--- src/hdl/mac_acc_pkg.sv ---
`default_nettype none
package mac_acc_pkg;
    // -------------------------------------------------------------------
    // Register offsets, per unit
    // -------------------------------------------------------------------
    localparam logic [7:0] UNIT1_MUL_ONLY_X_OFS = 8'hA8;
    localparam logic [7:0] UNIT1_MUL_ONLY_Y_OFS = 8'hA9;
    localparam logic [7:0] UNIT1_ACC_X_OFS      = 8'hAC;
    localparam logic [7:0] UNIT1_ACC_Y_OFS      = 8'hAD;
    localparam logic [7:0] UNIT1_CLEAR_A_OFS    = 8'hAE;
    localparam logic [7:0] UNIT1_CLEAR_B_OFS    = 8'hAF;
    localparam logic [7:0] UNIT0_MUL_ONLY_X_OFS = 8'hE8;
    localparam logic [7:0] UNIT0_MUL_ONLY_Y_OFS = 8'hE9;
    localparam logic [7:0] UNIT0_ACC_X_OFS      = 8'hEC;
    localparam logic [7:0] UNIT0_ACC_Y_OFS      = 8'hED;
    localparam logic [7:0] UNIT0_CLEAR_A_OFS    = 8'hEE;
    localparam logic [7:0] UNIT0_CLEAR_B_OFS    = 8'hEF;
    // -------------------------------------------------------------------
    // Reset values and widths
    // -------------------------------------------------------------------
    localparam logic [31:0] ACC_RESET     = 32'h0000_0000;
    localparam logic [7:0]  OPERAND_RESET = 8'h00;
    localparam logic [7:0]  READ_IDLE     = 8'h00;
    localparam int          ACC_WIDTH     = 32;
    localparam int          OPERAND_WIDTH = 8;
endpackage
`default_nettype wire

--- src/hdl/mac_acc_decode.sv ---
`default_nettype none
module mac_acc_decode
    import mac_acc_pkg::*;
#(
    parameter logic [7:0] BASE_MUL_X = 8'hE8,
    parameter logic [7:0] BASE_MUL_Y = 8'hE9,
    parameter logic [7:0] BASE_ACC_X = 8'hEC,
    parameter logic [7:0] BASE_ACC_Y = 8'hED,
    parameter logic [7:0] BASE_CLR_A = 8'hEE,
    parameter logic [7:0] BASE_CLR_B = 8'hEF
) (
    input  wire logic [7:0] addr,
    input  wire logic       wr_en,
    output logic            load_x,
    output logic            load_y,
    output logic            do_acc,
    output logic            do_clear,
    output logic            hit_b0,
    output logic            hit_b1,
    output logic            hit_b2,
    output logic            hit_b3
);
    // -------------------------------------------------------------------
    // Address match for one unit
    // -------------------------------------------------------------------
    // Either X alias loads X; same for Y
    assign load_x   = wr_en && (addr == BASE_MUL_X || addr == BASE_ACC_X);
    assign load_y   = wr_en && (addr == BASE_MUL_Y || addr == BASE_ACC_Y);
    assign do_acc   = wr_en && (addr == BASE_ACC_X || addr == BASE_ACC_Y);
    // Data value is ignored on clear writes
    assign do_clear = wr_en && (addr == BASE_CLR_A || addr == BASE_CLR_B);
    assign hit_b0   = (addr == BASE_ACC_Y);
    assign hit_b1   = (addr == BASE_ACC_X);
    assign hit_b2   = (addr == BASE_CLR_B);
    assign hit_b3   = (addr == BASE_CLR_A);
endmodule // mac_acc_decode
`default_nettype wire

--- src/hdl/mac_acc_product.sv ---
`default_nettype none
module mac_acc_product
    import mac_acc_pkg::*;
#(
    parameter int OW = OPERAND_WIDTH,
    parameter int AW = ACC_WIDTH
) (
    input  wire logic signed [OW-1:0] a,
    input  wire logic signed [OW-1:0] b,
    output logic signed [AW-1:0]      prod_ext
);
    // -------------------------------------------------------------------
    // Signed product, sign-extended to accumulator width
    // -------------------------------------------------------------------
    logic signed [2*OW-1:0] prod;
    assign prod     = a * b;
    assign prod_ext = AW'(prod);
    // Refuse an accumulator that cannot hold the full product
    if (AW < 2*OW) begin : g_width_check
        $error("accumulator narrower than product");
    end
endmodule // mac_acc_product
`default_nettype wire

--- src/hdl/mac_acc_unit.sv ---
`default_nettype none
module mac_acc_unit
    import mac_acc_pkg::*;
#(
    parameter logic [7:0] BASE_MUL_X = UNIT0_MUL_ONLY_X_OFS,
    parameter logic [7:0] BASE_MUL_Y = UNIT0_MUL_ONLY_Y_OFS,
    parameter logic [7:0] BASE_ACC_X = UNIT0_ACC_X_OFS,
    parameter logic [7:0] BASE_ACC_Y = UNIT0_ACC_Y_OFS,
    parameter logic [7:0] BASE_CLR_A = UNIT0_CLEAR_A_OFS,
    parameter logic [7:0] BASE_CLR_B = UNIT0_CLEAR_B_OFS
) (
    input  wire logic        clk_sys,
    input  wire logic        rst_n,
    input  wire logic [7:0]  addr,
    input  wire logic        wr_en,
    input  wire logic [7:0]  wr_data,
    output logic      [7:0]  rd_data,
    output logic      [7:0]  operand_x,
    output logic      [7:0]  operand_y,
    output logic      [31:0] acc_value
);
    // -------------------------------------------------------------------
    // Elaboration checks
    // -------------------------------------------------------------------
    // The state struct is laid out for 8-bit operands and a 32-bit sum
    if (ACC_WIDTH != 32 || OPERAND_WIDTH != 8) begin : g_width_check
        $error("unit needs 8-bit operands and a 32-bit accumulator");
    end

    // A shared address would make one write both load and clear
    if (BASE_MUL_X == BASE_MUL_Y || BASE_MUL_X == BASE_ACC_X
        || BASE_MUL_X == BASE_ACC_Y || BASE_MUL_X == BASE_CLR_A
        || BASE_MUL_X == BASE_CLR_B || BASE_MUL_Y == BASE_ACC_X
        || BASE_MUL_Y == BASE_ACC_Y || BASE_MUL_Y == BASE_CLR_A
        || BASE_MUL_Y == BASE_CLR_B || BASE_ACC_X == BASE_ACC_Y
        || BASE_ACC_X == BASE_CLR_A || BASE_ACC_X == BASE_CLR_B
        || BASE_ACC_Y == BASE_CLR_A || BASE_ACC_Y == BASE_CLR_B
        || BASE_CLR_A == BASE_CLR_B) begin : g_addr_check
        $error("unit register addresses must all differ");
    end

    // -------------------------------------------------------------------
    // State
    // -------------------------------------------------------------------
    typedef struct packed {
        logic signed [31:0] acc;
        logic        [7:0]  x;
        logic        [7:0]  y;
        logic        [7:0]  rd;
    } state_t;

    state_t st_r;
    state_t st_nxt;

    logic               load_x;
    logic               load_y;
    logic               do_acc;
    logic               do_clear;
    logic               hit_b0;
    logic               hit_b1;
    logic               hit_b2;
    logic               hit_b3;
    logic        [7:0]  mul_a;
    logic        [7:0]  mul_b;
    logic signed [31:0] prod_ext;

    // -------------------------------------------------------------------
    // Address decode
    // -------------------------------------------------------------------
    mac_acc_decode #(
        .BASE_MUL_X (BASE_MUL_X),
        .BASE_MUL_Y (BASE_MUL_Y),
        .BASE_ACC_X (BASE_ACC_X),
        .BASE_ACC_Y (BASE_ACC_Y),
        .BASE_CLR_A (BASE_CLR_A),
        .BASE_CLR_B (BASE_CLR_B)
    ) u_dec (
        .addr     (addr),
        .wr_en    (wr_en),
        .load_x   (load_x),
        .load_y   (load_y),
        .do_acc   (do_acc),
        .do_clear (do_clear),
        .hit_b0   (hit_b0),
        .hit_b1   (hit_b1),
        .hit_b2   (hit_b2),
        .hit_b3   (hit_b3)
    );

    // -------------------------------------------------------------------
    // Multiplier
    // -------------------------------------------------------------------
    // New byte meets the other held operand, not its own old value
    assign mul_a = load_x ? wr_data : st_r.x;
    assign mul_b = load_y ? wr_data : st_r.y;

    mac_acc_product #(
        .OW (OPERAND_WIDTH),
        .AW (ACC_WIDTH)
    ) u_prod (
        .a        (mul_a),
        .b        (mul_b),
        .prod_ext (prod_ext)
    );

    // -------------------------------------------------------------------
    // Next state
    // -------------------------------------------------------------------
    // Read data is registered: valid one cycle after the address
    always_comb begin
        st_nxt = st_r;
        if (load_x) begin
            st_nxt.x = wr_data;
        end
        if (load_y) begin
            st_nxt.y = wr_data;
        end
        if (do_clear) begin
            st_nxt.acc = ACC_RESET;
        end else if (do_acc) begin
            st_nxt.acc = st_r.acc + prod_ext;
        end
        if (hit_b0) begin
            st_nxt.rd = st_r.acc[7:0];
        end else if (hit_b1) begin
            st_nxt.rd = st_r.acc[15:8];
        end else if (hit_b2) begin
            st_nxt.rd = st_r.acc[23:16];
        end else if (hit_b3) begin
            st_nxt.rd = st_r.acc[31:24];
        end else begin
            st_nxt.rd = READ_IDLE;
        end
    end

    // -------------------------------------------------------------------
    // Registers
    // -------------------------------------------------------------------
    always_ff @(posedge clk_sys) begin
        if (!rst_n) begin
            st_r.acc <= ACC_RESET;
            st_r.x   <= OPERAND_RESET;
            st_r.y   <= OPERAND_RESET;
            st_r.rd  <= READ_IDLE;
        end else begin
            st_r <= st_nxt;
        end
    end

    // -------------------------------------------------------------------
    // Outputs
    // -------------------------------------------------------------------
    // Straight from the state flops, no logic after them
    assign rd_data   = st_r.rd;
    assign operand_x = st_r.x;
    assign operand_y = st_r.y;
    assign acc_value = st_r.acc;

    // -------------------------------------------------------------------
    // Reference values for the assertions
    // -------------------------------------------------------------------
    // Worked from the bus and the held outputs, apart from the decoder and
    // the operand mux, so a fault there cannot hide behind its own logic
    logic               ref_wr_x;
    logic               ref_wr_y;
    logic               ref_wr_acc;
    logic               ref_wr_clr;
    logic               ref_wr_mul;
    logic               ref_rd_map;
    logic signed [15:0] ref_prod;
    logic        [31:0] ref_prod_ext;

    // Write classes, one per address group
    assign ref_wr_x   = wr_en && (addr == BASE_MUL_X || addr == BASE_ACC_X);
    assign ref_wr_y   = wr_en && (addr == BASE_MUL_Y || addr == BASE_ACC_Y);
    assign ref_wr_acc = wr_en && (addr == BASE_ACC_X || addr == BASE_ACC_Y);
    assign ref_wr_clr = wr_en && (addr == BASE_CLR_A || addr == BASE_CLR_B);
    assign ref_wr_mul = wr_en && (addr == BASE_MUL_X || addr == BASE_MUL_Y);

    // Addresses that return an accumulator byte; all others read zero
    assign ref_rd_map = addr == BASE_ACC_X || addr == BASE_ACC_Y
                        || addr == BASE_CLR_A || addr == BASE_CLR_B;

    // New byte times the other held operand
    always_comb begin
        if (addr == BASE_ACC_X) begin
            ref_prod = $signed(wr_data) * $signed(operand_y);
        end else begin
            ref_prod = $signed(operand_x) * $signed(wr_data);
        end
    end

    // A size cast of a signed value widens with its sign
    assign ref_prod_ext = 32'(ref_prod);
endmodule // mac_acc_unit
`default_nettype wire

--- config.mk ---
export PLATFORM = sky130hd
export DESIGN_NAME = mac_acc_unit
export DESIGN_NICKNAME = d
export VERILOG_FILES = /design/src/hdl/mac_acc_pkg.sv /design/src/hdl/mac_acc_decode.sv /design/src/hdl/mac_acc_product.sv /design/src/hdl/mac_acc_unit.sv
export SDC_FILE = /design/constraint.sdc
export NUM_CORES = 1
export LEC_CHECK = 0
export ABC_AREA = 1
export BUFFER_PORTS_ARGS = -buffer_cell sky130_fd_sc_hd__buf_2
export CORE_ASPECT_RATIO = 1.2
export CORE_MARGIN = 4
export CORE_UTILIZATION = 50
export CTS_BUF_LIST = sky130_fd_sc_hd__clkbuf_2 sky130_fd_sc_hd__clkbuf_4 sky130_fd_sc_hd__clkbuf_8
export DETAILED_ROUTE_END_ITERATION = 16
export PLACE_DENSITY = 0.69
export SLEW_MARGIN = 20
export SYNTH_ARGS = -nofsm -noshare
export SYNTH_HDL_FRONTEND = slang
export SYNTH_SLANG_ARGS = --single-unit
--- constraint.sdc ---
create_clock -name clk_sys -period 15.12 [get_ports clk_sys]
set_input_delay 0.756 -clock clk_sys [delete_from_list [all_inputs] [get_ports clk_sys]]
set_output_delay 0.756 -clock clk_sys [all_outputs]
set_load 0.1 [all_outputs]
# Yosys cells after proc, flatten, opt, wreduce, memory -nomap -nowiden
# Index checks and enable logic that the tools add are counted.
# W data, S select, Z words.
totals:
  elab_cells: 28
  inputBits: 19
  register_bits: 56
classes:
  mux: 6
  n_addsub: 1
  bitwise: 1
  mul: 1
  eq_ne: 6
  n_reduce_logical: 9
ops:
  columns: ["cell", "count"]
  rows:
  - ["$eq A8 B8 Y1 const B", 6]
  - ["$mux W8", 6]
  - ["$add A32 B16 Y32", 1]
  - ["$mul A8 B8 Y16", 1]
  - ["$logic_and A1 B1 Y1", 4]
  - ["$logic_or A1 B1 Y1", 4]
  - ["$reduce_or A2 Y1", 1]
  - ["$not A1 Y1", 1]

# Depth between registers and ports, before layout
# Gate-level depths: netlist (run 1).
logic_depth:
  ltp_word: 6
  depth_mapped: 33
  ltp_nobuf: 32

# Cells and area by module
# From an unflattened synthesis (run 1), not the netlist that was laid out.
unflattened:
  cells_unflattened: 1267
  hier_area_um2: 7688.6
by_module_without_submodules:
  columns: ["mod", "seq_area_each_um2", "n_inst", "area_per_inst_um2", "cells_per_inst"]
  rows:
  - ["mac_acc_unit", 1121.1, 1, 4659.5, 818]
  - ["mac_acc_product", 0.0, 1, 2902.8, 420]
  - ["mac_acc_decode", 0.0, 1, 126.4, 29]

# Worst setup path before layout (run 1)
# No wires, ideal clock.
synth_path:
  path_kind: "in2reg"
  from: "input port addr[4]"
  to: "register st_r, in the netlist acc_value[30]"
  arrival_time_ns: 6.125
  setup_time_ns: 0.109
  setup_slack_ns: 8.886
  required_ns: 15.011
  path_stages: 28
  cell_sequence: "inv_1 > nand3_1 > nand3b_1 > nor2_2 > nand2_4 > buf_6 > o21ai_4 > nand2_2 > inv_1 > fa_1 > inv_1 > fa_1 > fa_1 > inv_1 > fa_1 > ha_1 > ha_1 > nand2_1 > nor2_1 > inv_1 > nor2_1 > inv_1 > nor2_1 > nand2_1 > nand4_1 > nand3_1 > nand2_1 > inv_1"
synth_between:
  elab_chain_len: 6
  word_cells_on_any_way: 19
  cone_classes: "1 x add/sub; 1 x mul; 6 x eq/ne; 2 x mux; 9 x reduce/logical"
synth_lines:
  columns: ["element", "line_no", "text"]
  rows:
  - ["start, declared", "mac_acc_unit.sv:14", "input wire logic [7:0] addr,"]
  - ["$eq A8 B8 Y1, on equally long branches", null, null]
  - ["$logic_or A1 B1 Y1, on equally long branches", null, null]
  - ["$logic_and A1 B1 Y1, on equally long branches", null, null]
  - ["$mux W8", null, null]
  - ["$mul A8 B8 Y16", "mac_acc_product.sv:16", "assign prod = a * b;"]
  - ["$add A32 B16 Y32", "mac_acc_unit.sv:121", "st_nxt.acc = st_r.acc + prod_ext;"]
  - ["end signal, assigned", "mac_acc_unit.sv:146", "st_r <= st_nxt;"]
  - ["end, declared", "mac_acc_unit.sv:52", "state_t st_r;"]
# Several ways; a longest one is shown, not always the timed one.
# A chain may end at the register's enable or synchronous reset.

# Worst setup path in the final report (run 1)
layout_path:
  from: "input port addr[4]"
  to: "register st_r, in the netlist acc_value[31]"
# The elaborated chain is that of the path after synthesis.

==> flow_metrics.tcl, run 1 <==
set metrics [dict create \
    detail_route.wirelength_mm 23.8 \
    synthCells 1115 \
    synth-seq-cells 56 \
    finalHoldViolations 0 \
    yosysTopAreaCell "fa_1" \
    startpoint_type "input port" \
    final_nets 1413 \
    clkPwrFrac 0.362 \
    die_area_mm2 0.0192 \
    hp-class "register to register" \
    dieHeight_um 151 \
    dr_total_vias 7237 \
    drt_iter0_drc 435 \
    fmax_mhz 149 \
    peakVddDrop_mv 0.0332 \
    finalNonFillerCells 1405 \
    syn_to_final_growth_pct 8.13 \
    critPathArrivalTime_ns 6.92 \
    cp_cell_sequence "buf_2, inv_1, nand4_2, inv_1, nand4_1, o21ai_2, nand2_1, fa_1, fa_1, inv_1, fa_1, fa_1, ha_1, ha_1, nand2_1, inv_1, nand2_1, nor3_1, and2_1, nand2_1, nand2_1, nand2_1, nand2_1, a21oi_1" \
    post_cts_buffers 0 \
    cts_buffer_depth 2 \
    critPathRequiredTime_ns 15.34 \
    drive_above_1_share 0.0976 \
    yosysWarnings 0 \
    htree_levels 2 \
    cpPeakStageDelay_ns 0.68 \
    remaining_drc_errors 0 \
    drt-vias-per-instance 5.15 \
    synth_top_area_share 0.320 \
    finalSetupTns_ns 0 \
    synth_area_leaders "fa_1 32%, dfxtp_1 13%, nand2_1 12%" \
    pwr-share-seq 0.561 \
    antenna_found_initial 0 \
    rrSetupSlack_ns 9.31 \
    path_buf_inv 5 \
    io_pins 75 \
    grt_max_degree 42 \
    timing.final.crit_share 0.443 \
    p_sw_frac 0.295 \
    synth.cell_area_mm2 0.00851 \
    std_cell_rows 52 \
    syn-num-nets 1340 \
    cp_top_family "adder cells" \
    cts_resized 0 \
    core_region_area_mm2 0.0168 \
    critical-path-slowest-cell "fa_1" \
    outcome "finished clean" \
    ant_nets 0 \
    p_sw_uw 78.2 \
    cts_buffers 5 \
    insertion_delay_ns 0.36 \
    avgSynthCellArea_um2 7.63 \
    crit_top_cell "nand2_1" \
    fill_cells 1624 \
    power.leakage_nw 5.60 \
    ys_types 37 \
    final_max_slew_viol_count 0 \
    crit_fanout 13 \
    initial_core_util 0.507 \
    cts-root-buf "clkbuf_8" \
    dp_hpwl_mm 20.4 \
    overflow 0 \
    dp.cells 1397 \
    grt_pass1_wl_mm 37.8 \
    power_frac_comb 0.077 \
    intPower_uw 187 \
    setup_viol 0 \
    cellPowerDensity_mw_per_mm2 28.8 \
    fin_crit_ns 6.70 \
    drt_pre_antenna_iters 5 \
    io_buffers 74 \
    ys_seq_area_frac 0.132 \
    cts.clk_slew.worst_paths_ns 0.12 \
    grt_pass1_vias 7333 \
    finalClockSkew_ns 0.0253 \
    cap_viol_max_count 0 \
    routabilityCongestion 1.02 \
    diodes 0 \
    die_w_um 127 \
    grt_usage 0.256 \
    cts.sinks 56 \
    path_class "input port to register" \
    hold_buffers 0 \
    tightest_slew_ns 1.03 \
    end_kind "register" \
    cts_tree "yes" \
    relSlewSlack 0.307 \
    wl_per_cell_um 16.9 \
    rsz0062_at_grt "false" \
]
-- state kept, by name, summed over array words and instances, names as in the netlist --
signal     count
acc_value     32
operand_x      8
rd_data        8
operand_y      8
-- power groups by stage --
stage                     sequential, mW  clock [mW]  combinational (mW)
after detailed placement           0.152           0              0.0205
after global placement             0.152           0              0.0202
after global routing               0.149       0.102              0.0223
after floorplan                    0.155           0              0.0103
after CTS                          0.149      0.0968              0.0205
final                              0.149      0.0958              0.0205
-- synthesized netlist by cell type, drive strengths merged --
master,n
buf,7
fa,136
and2,1
a21o,4
o211ai,4
nand3,52
o21a,12
nor4,1
a211oi,5
nor3,7
clkbuf,4
dfxtp,56
a31oi,2
o21ai,33
nand2,280
o21bai,8
or2,1
xor2,5
inv,272
ha,70
xnor2,4
a21oi,51
nand3b,2
nand4,13
nor2,85
-- through the flow --
stage                     utilization  cell area [um2]  hold WS, ns  worst slack (ns)  power [mW]
after floorplan                     -             8510        0.894              8.89       0.165
after global placement          0.543             9110        0.501              8.18       0.172
after detailed placement        0.543             9110        0.506              8.09       0.172
after CTS                       0.548             9200        0.520              8.46       0.266
after global routing            0.548             9200        0.545              8.06       0.273
final                           0.548             9200        0.513              8.42       0.265
-- kinds of logic (layout without fill, tap and decap cells) --
group | count (synthesis) | count (layout) | share of synthesized area
simple gates | 442 | 442 | 0.213
buf+inv | 283 | 357 | 0.127
fa+ha+maj | 206 | 206 | 0.423
compound gates | 119 | 119 | 0.0959
flops | 56 | 56 | 0.132
xor+xnor | 9 | 9 | 0.00926
-- routing by layer --
metal	vias up	global-route usage	routed length [um]
met1	3428	0.312	9290
met5	-	0	0
met2	242	0.450	12100
li1	3506	-	-
met4	0	0.113	1160
met3	61	0.0360	1240
-- tightest hold or removal path: stages, from the launching register on --
cell     delay [ns]
dfxtp_1        0.35
nand2_1        0.07
a21oi_1        0.06
-- final timing paths --
kind | from | end | cells past startpoint
setup / recovery | addr[4] | acc_value[31] | 24
hold / removal | acc_value[2] | rd_data[2] | 2
setup reg to reg | operand_x[7] | acc_value[31] | 20
hold reg to reg | acc_value[2] | rd_data[2] | 2
-- final cells by class --
| cell class | instances | area (um2) | area share |
|---|---|---|---|
| Multi-Input combinational cell | 776 | 6300 | 0.685 |
| Sequential cell | 56 | 1120 | 0.122 |
| Inverter | 272 | 1020 | 0.111 |
| Timing Repair Buffer | 77 | 393 | 0.0427 |
| Tap cell | 216 | 270 | 0.0294 |
| Clock buffer | 5 | 68.8 | 0.00748 |
| Clock inverter | 3 | 22.5 | 0.00245 |
-- placed cells by master (no fill, tap or decap), types with 8 or more instances in the layout --
cell type	instances
o21a_1	12
dfxtp_1	56
a21oi_1	45
buf_2	74
ha_1	70
nor2_1	82
inv_1	264
inv_2	8
o21ai_0	21
nand3_1	52
fa_1	136
o21bai_1	8
nand2_1	277
nand4_1	12
(Power assumes the default switching activity.)
==> run 2: changes to the inputs <==
Settings changed: PLACE_DENSITY 0.69 to 0.71.
Clock period 15.12 ns to 5.6 ns, I/O delays scaled along.
==> run 2 against run 1 <==
Against the previous run: first-iteration DRC count rose by 26%; clock-buffer cell count is the same; final cell count grew 7.3%; register-to-register slack worse by 8.7 ns.
==> flow_metrics.tcl, run 2 (synthesis gave the netlist of run 1 again) <==
set metrics [dict create \
    relSlewSlack 0.297 \
    insertion_delay_ns 0.35 \
    hold_buffers 0 \
    final_common_cell "nand2_1" \
    post_cts_buffers 0 \
    finalHoldViolations 0 \
    cts_buffers 5 \
    p_sw_frac 0.299 \
    whs_ns 0.284 \
    r2r-end "acc_value[31]" \
    diodes 0 \
    cts_resized 0 \
    dieHeight_um 151 \
    cpPeakStageDelay_ns 0.65 \
    cts-root-buf "clkbuf_8" \
    intPower_uw 511 \
    std_cell_rows 52 \
    dp.cells 1499 \
    design_area_mm2 0.0102 \
    pwr-share-seq 0.551 \
    crit_top_cell "nand2_1" \
    path_buf_inv 8 \
    cts.clk_slew.worst_paths_ns 0.14 \
    placedInstanceArea_mm2 0.0100 \
    wl_per_cell_um 16.7 \
    cap_viol_max_count 0 \
    fmax_mhz 188 \
    core_region_area_mm2 0.0168 \
    tightest_slew_ns 1.04 \
    grt_pass1_vias 7980 \
    remaining_drc_errors 0 \
    outcome "finished clean" \
    cellPowerDensity_mw_per_mm2 71.7 \
    finalNonFillerCells 1507 \
    hold_depth 3 \
    detail_route.wirelength_mm 25.1 \
    io_pins 75 \
    final_max_slew_viol_count 0 \
    grt_pass1_wl_mm 40.2 \
    drive_above_1_share 0.185 \
    timing.final.crit_share 0.951 \
    dp_hpwl_mm 21.5 \
    setup_viol 0 \
    final_cell_mix "276 x nand2_1, 263 x inv_1, 135 x fa_1, 100 x buf_4, 78 x nor2_1" \
    path_class "input port to register" \
    cts_tree "yes" \
    dr_total_vias 7744 \
    peakVddDrop_mv 0.101 \
    end_kind "register" \
    cp_top_family "adder cells" \
    finalClockSkew_ns 0.0220 \
    die_area_mm2 0.0192 \
    drt_iter0_drc 547 \
    startpoint_type "input port" \
    largest_reg_flops 32 \
    ff2ff_path_depth 22 \
    antenna_found_initial 0 \
    p_sw_uw 218 \
    ant_nets 0 \
    final_nets 1515 \
    fin_crit_ns 5.32 \
    power_frac_comb 0.087 \
    io_buffers 74 \
    drt-vias-per-instance 5.14 \
    pre_cts_ws_ns -0.131 \
    cts.sinks 56 \
    drt_pre_antenna_iters 5 \
    syn_to_final_growth_pct 19.5 \
    overflow 0 \
    critPathArrivalTime_ns 5.61 \
    clkPwrFrac 0.363 \
    grt_usage 0.269 \
    hp-class "input port to register" \
    setup_ws_ns 0.277 \
    cts_buffer_depth 2 \
    routabilityCongestion 0.982 \
    htree_levels 2 \
    die_w_um 127 \
    fill_cells 1526 \
    power.leakage_nw 6.12 \
    crit_fanout 9 \
    min-delay-start "rst_n" \
    grt_max_degree 42 \
    report.power.total_uw 729 \
    initial_core_util 0.507 \
    critical-path-slowest-cell "fa_2" \
    rrSetupSlack_ns 0.59 \
    reg2reg_from "operand_x[7]" \
    holdPathEnd "rd_data[7]" \
    critPathRequiredTime_ns 5.89 \
]
[run 2: changes by cell type in the layout (fill, tap and decap cells not counted), sizes merged]
cell      delta
buf        +102
clkinv       -2
clkinvlp     +2
[run 2: layout make-up]
| class | instances | area (um2) | share of cell area |
|---|---|---|---|
| Sequential cell | 56 | 1120 | 0.110 |
| Multi-Input combinational cell | 776 | 6430 | 0.633 |
| Clock inverter | 3 | 25.0 | 0.00246 |
| Tap cell | 216 | 270 | 0.0266 |
| Clock buffer | 5 | 68.8 | 0.00677 |
| Timing Repair Buffer | 179 | 1220 | 0.120 |
| Inverter | 272 | 1030 | 0.101 |
[run 2: power by group through the flow]
stage	combinational (mW)	sequential, mW	clock (mW)
6_report	0.0633	0.402	0.265
5_1_grt	0.0683	0.402	0.278
4_1_cts	0.0628	0.402	0.266
3_5_place_dp	0.0626	0.411	0
3_3_place_gp	0.0618	0.411	0
2_1_floorplan	0.0283	0.419	0
[run 2: layer usage]
metal | track usage | routed length, um | vias up
met5 | 0 | 0 | -
met4 | 0.124 | 1410 | 0
met3 | 0.0282 | 1090 | 83
met2 | 0.495 | 13000 | 254
met1 | 0.314 | 9640 | 3680
li1 | - | - | 3727
[run 2: through the flow]
step,setup TNS (ns),utilization
2_1_floorplan,0,-
3_3_place_gp,-0.451,0.597
3_5_place_dp,-1.00,0.597
4_1_cts,0,0.603
5_1_grt,-0.106,0.606
6_report,0,0.606
[run 2: worst max path at each step]
stage | from | slack, ns | end | depth (start not counted)
floorplan | addr[4] | 0.006 | acc_value[31] | 26
global placement | addr[4] | -0.1 | acc_value[27] | 28
detailed placement | addr[4] | -0.13 | acc_value[27] | 31
CTS | addr[4] | 0.22 | acc_value[14] | 29
global route | addr[4] | -0.05 | acc_value[27] | 33
finish | addr[4] | 0.28 | acc_value[31] | 26
[run 2: worst register-to-register path: cells and delay by family, from the launching register on]
kind / cells / cell delay [ns]
buffers and inverters: 5 / 0.65
AOI/OAI and AO/OA: 4 / 0.61
adders and majority gates: 6 / 2.77
and+or+nand+nor: 7 / 0.56
DFF: 1 / 0.35
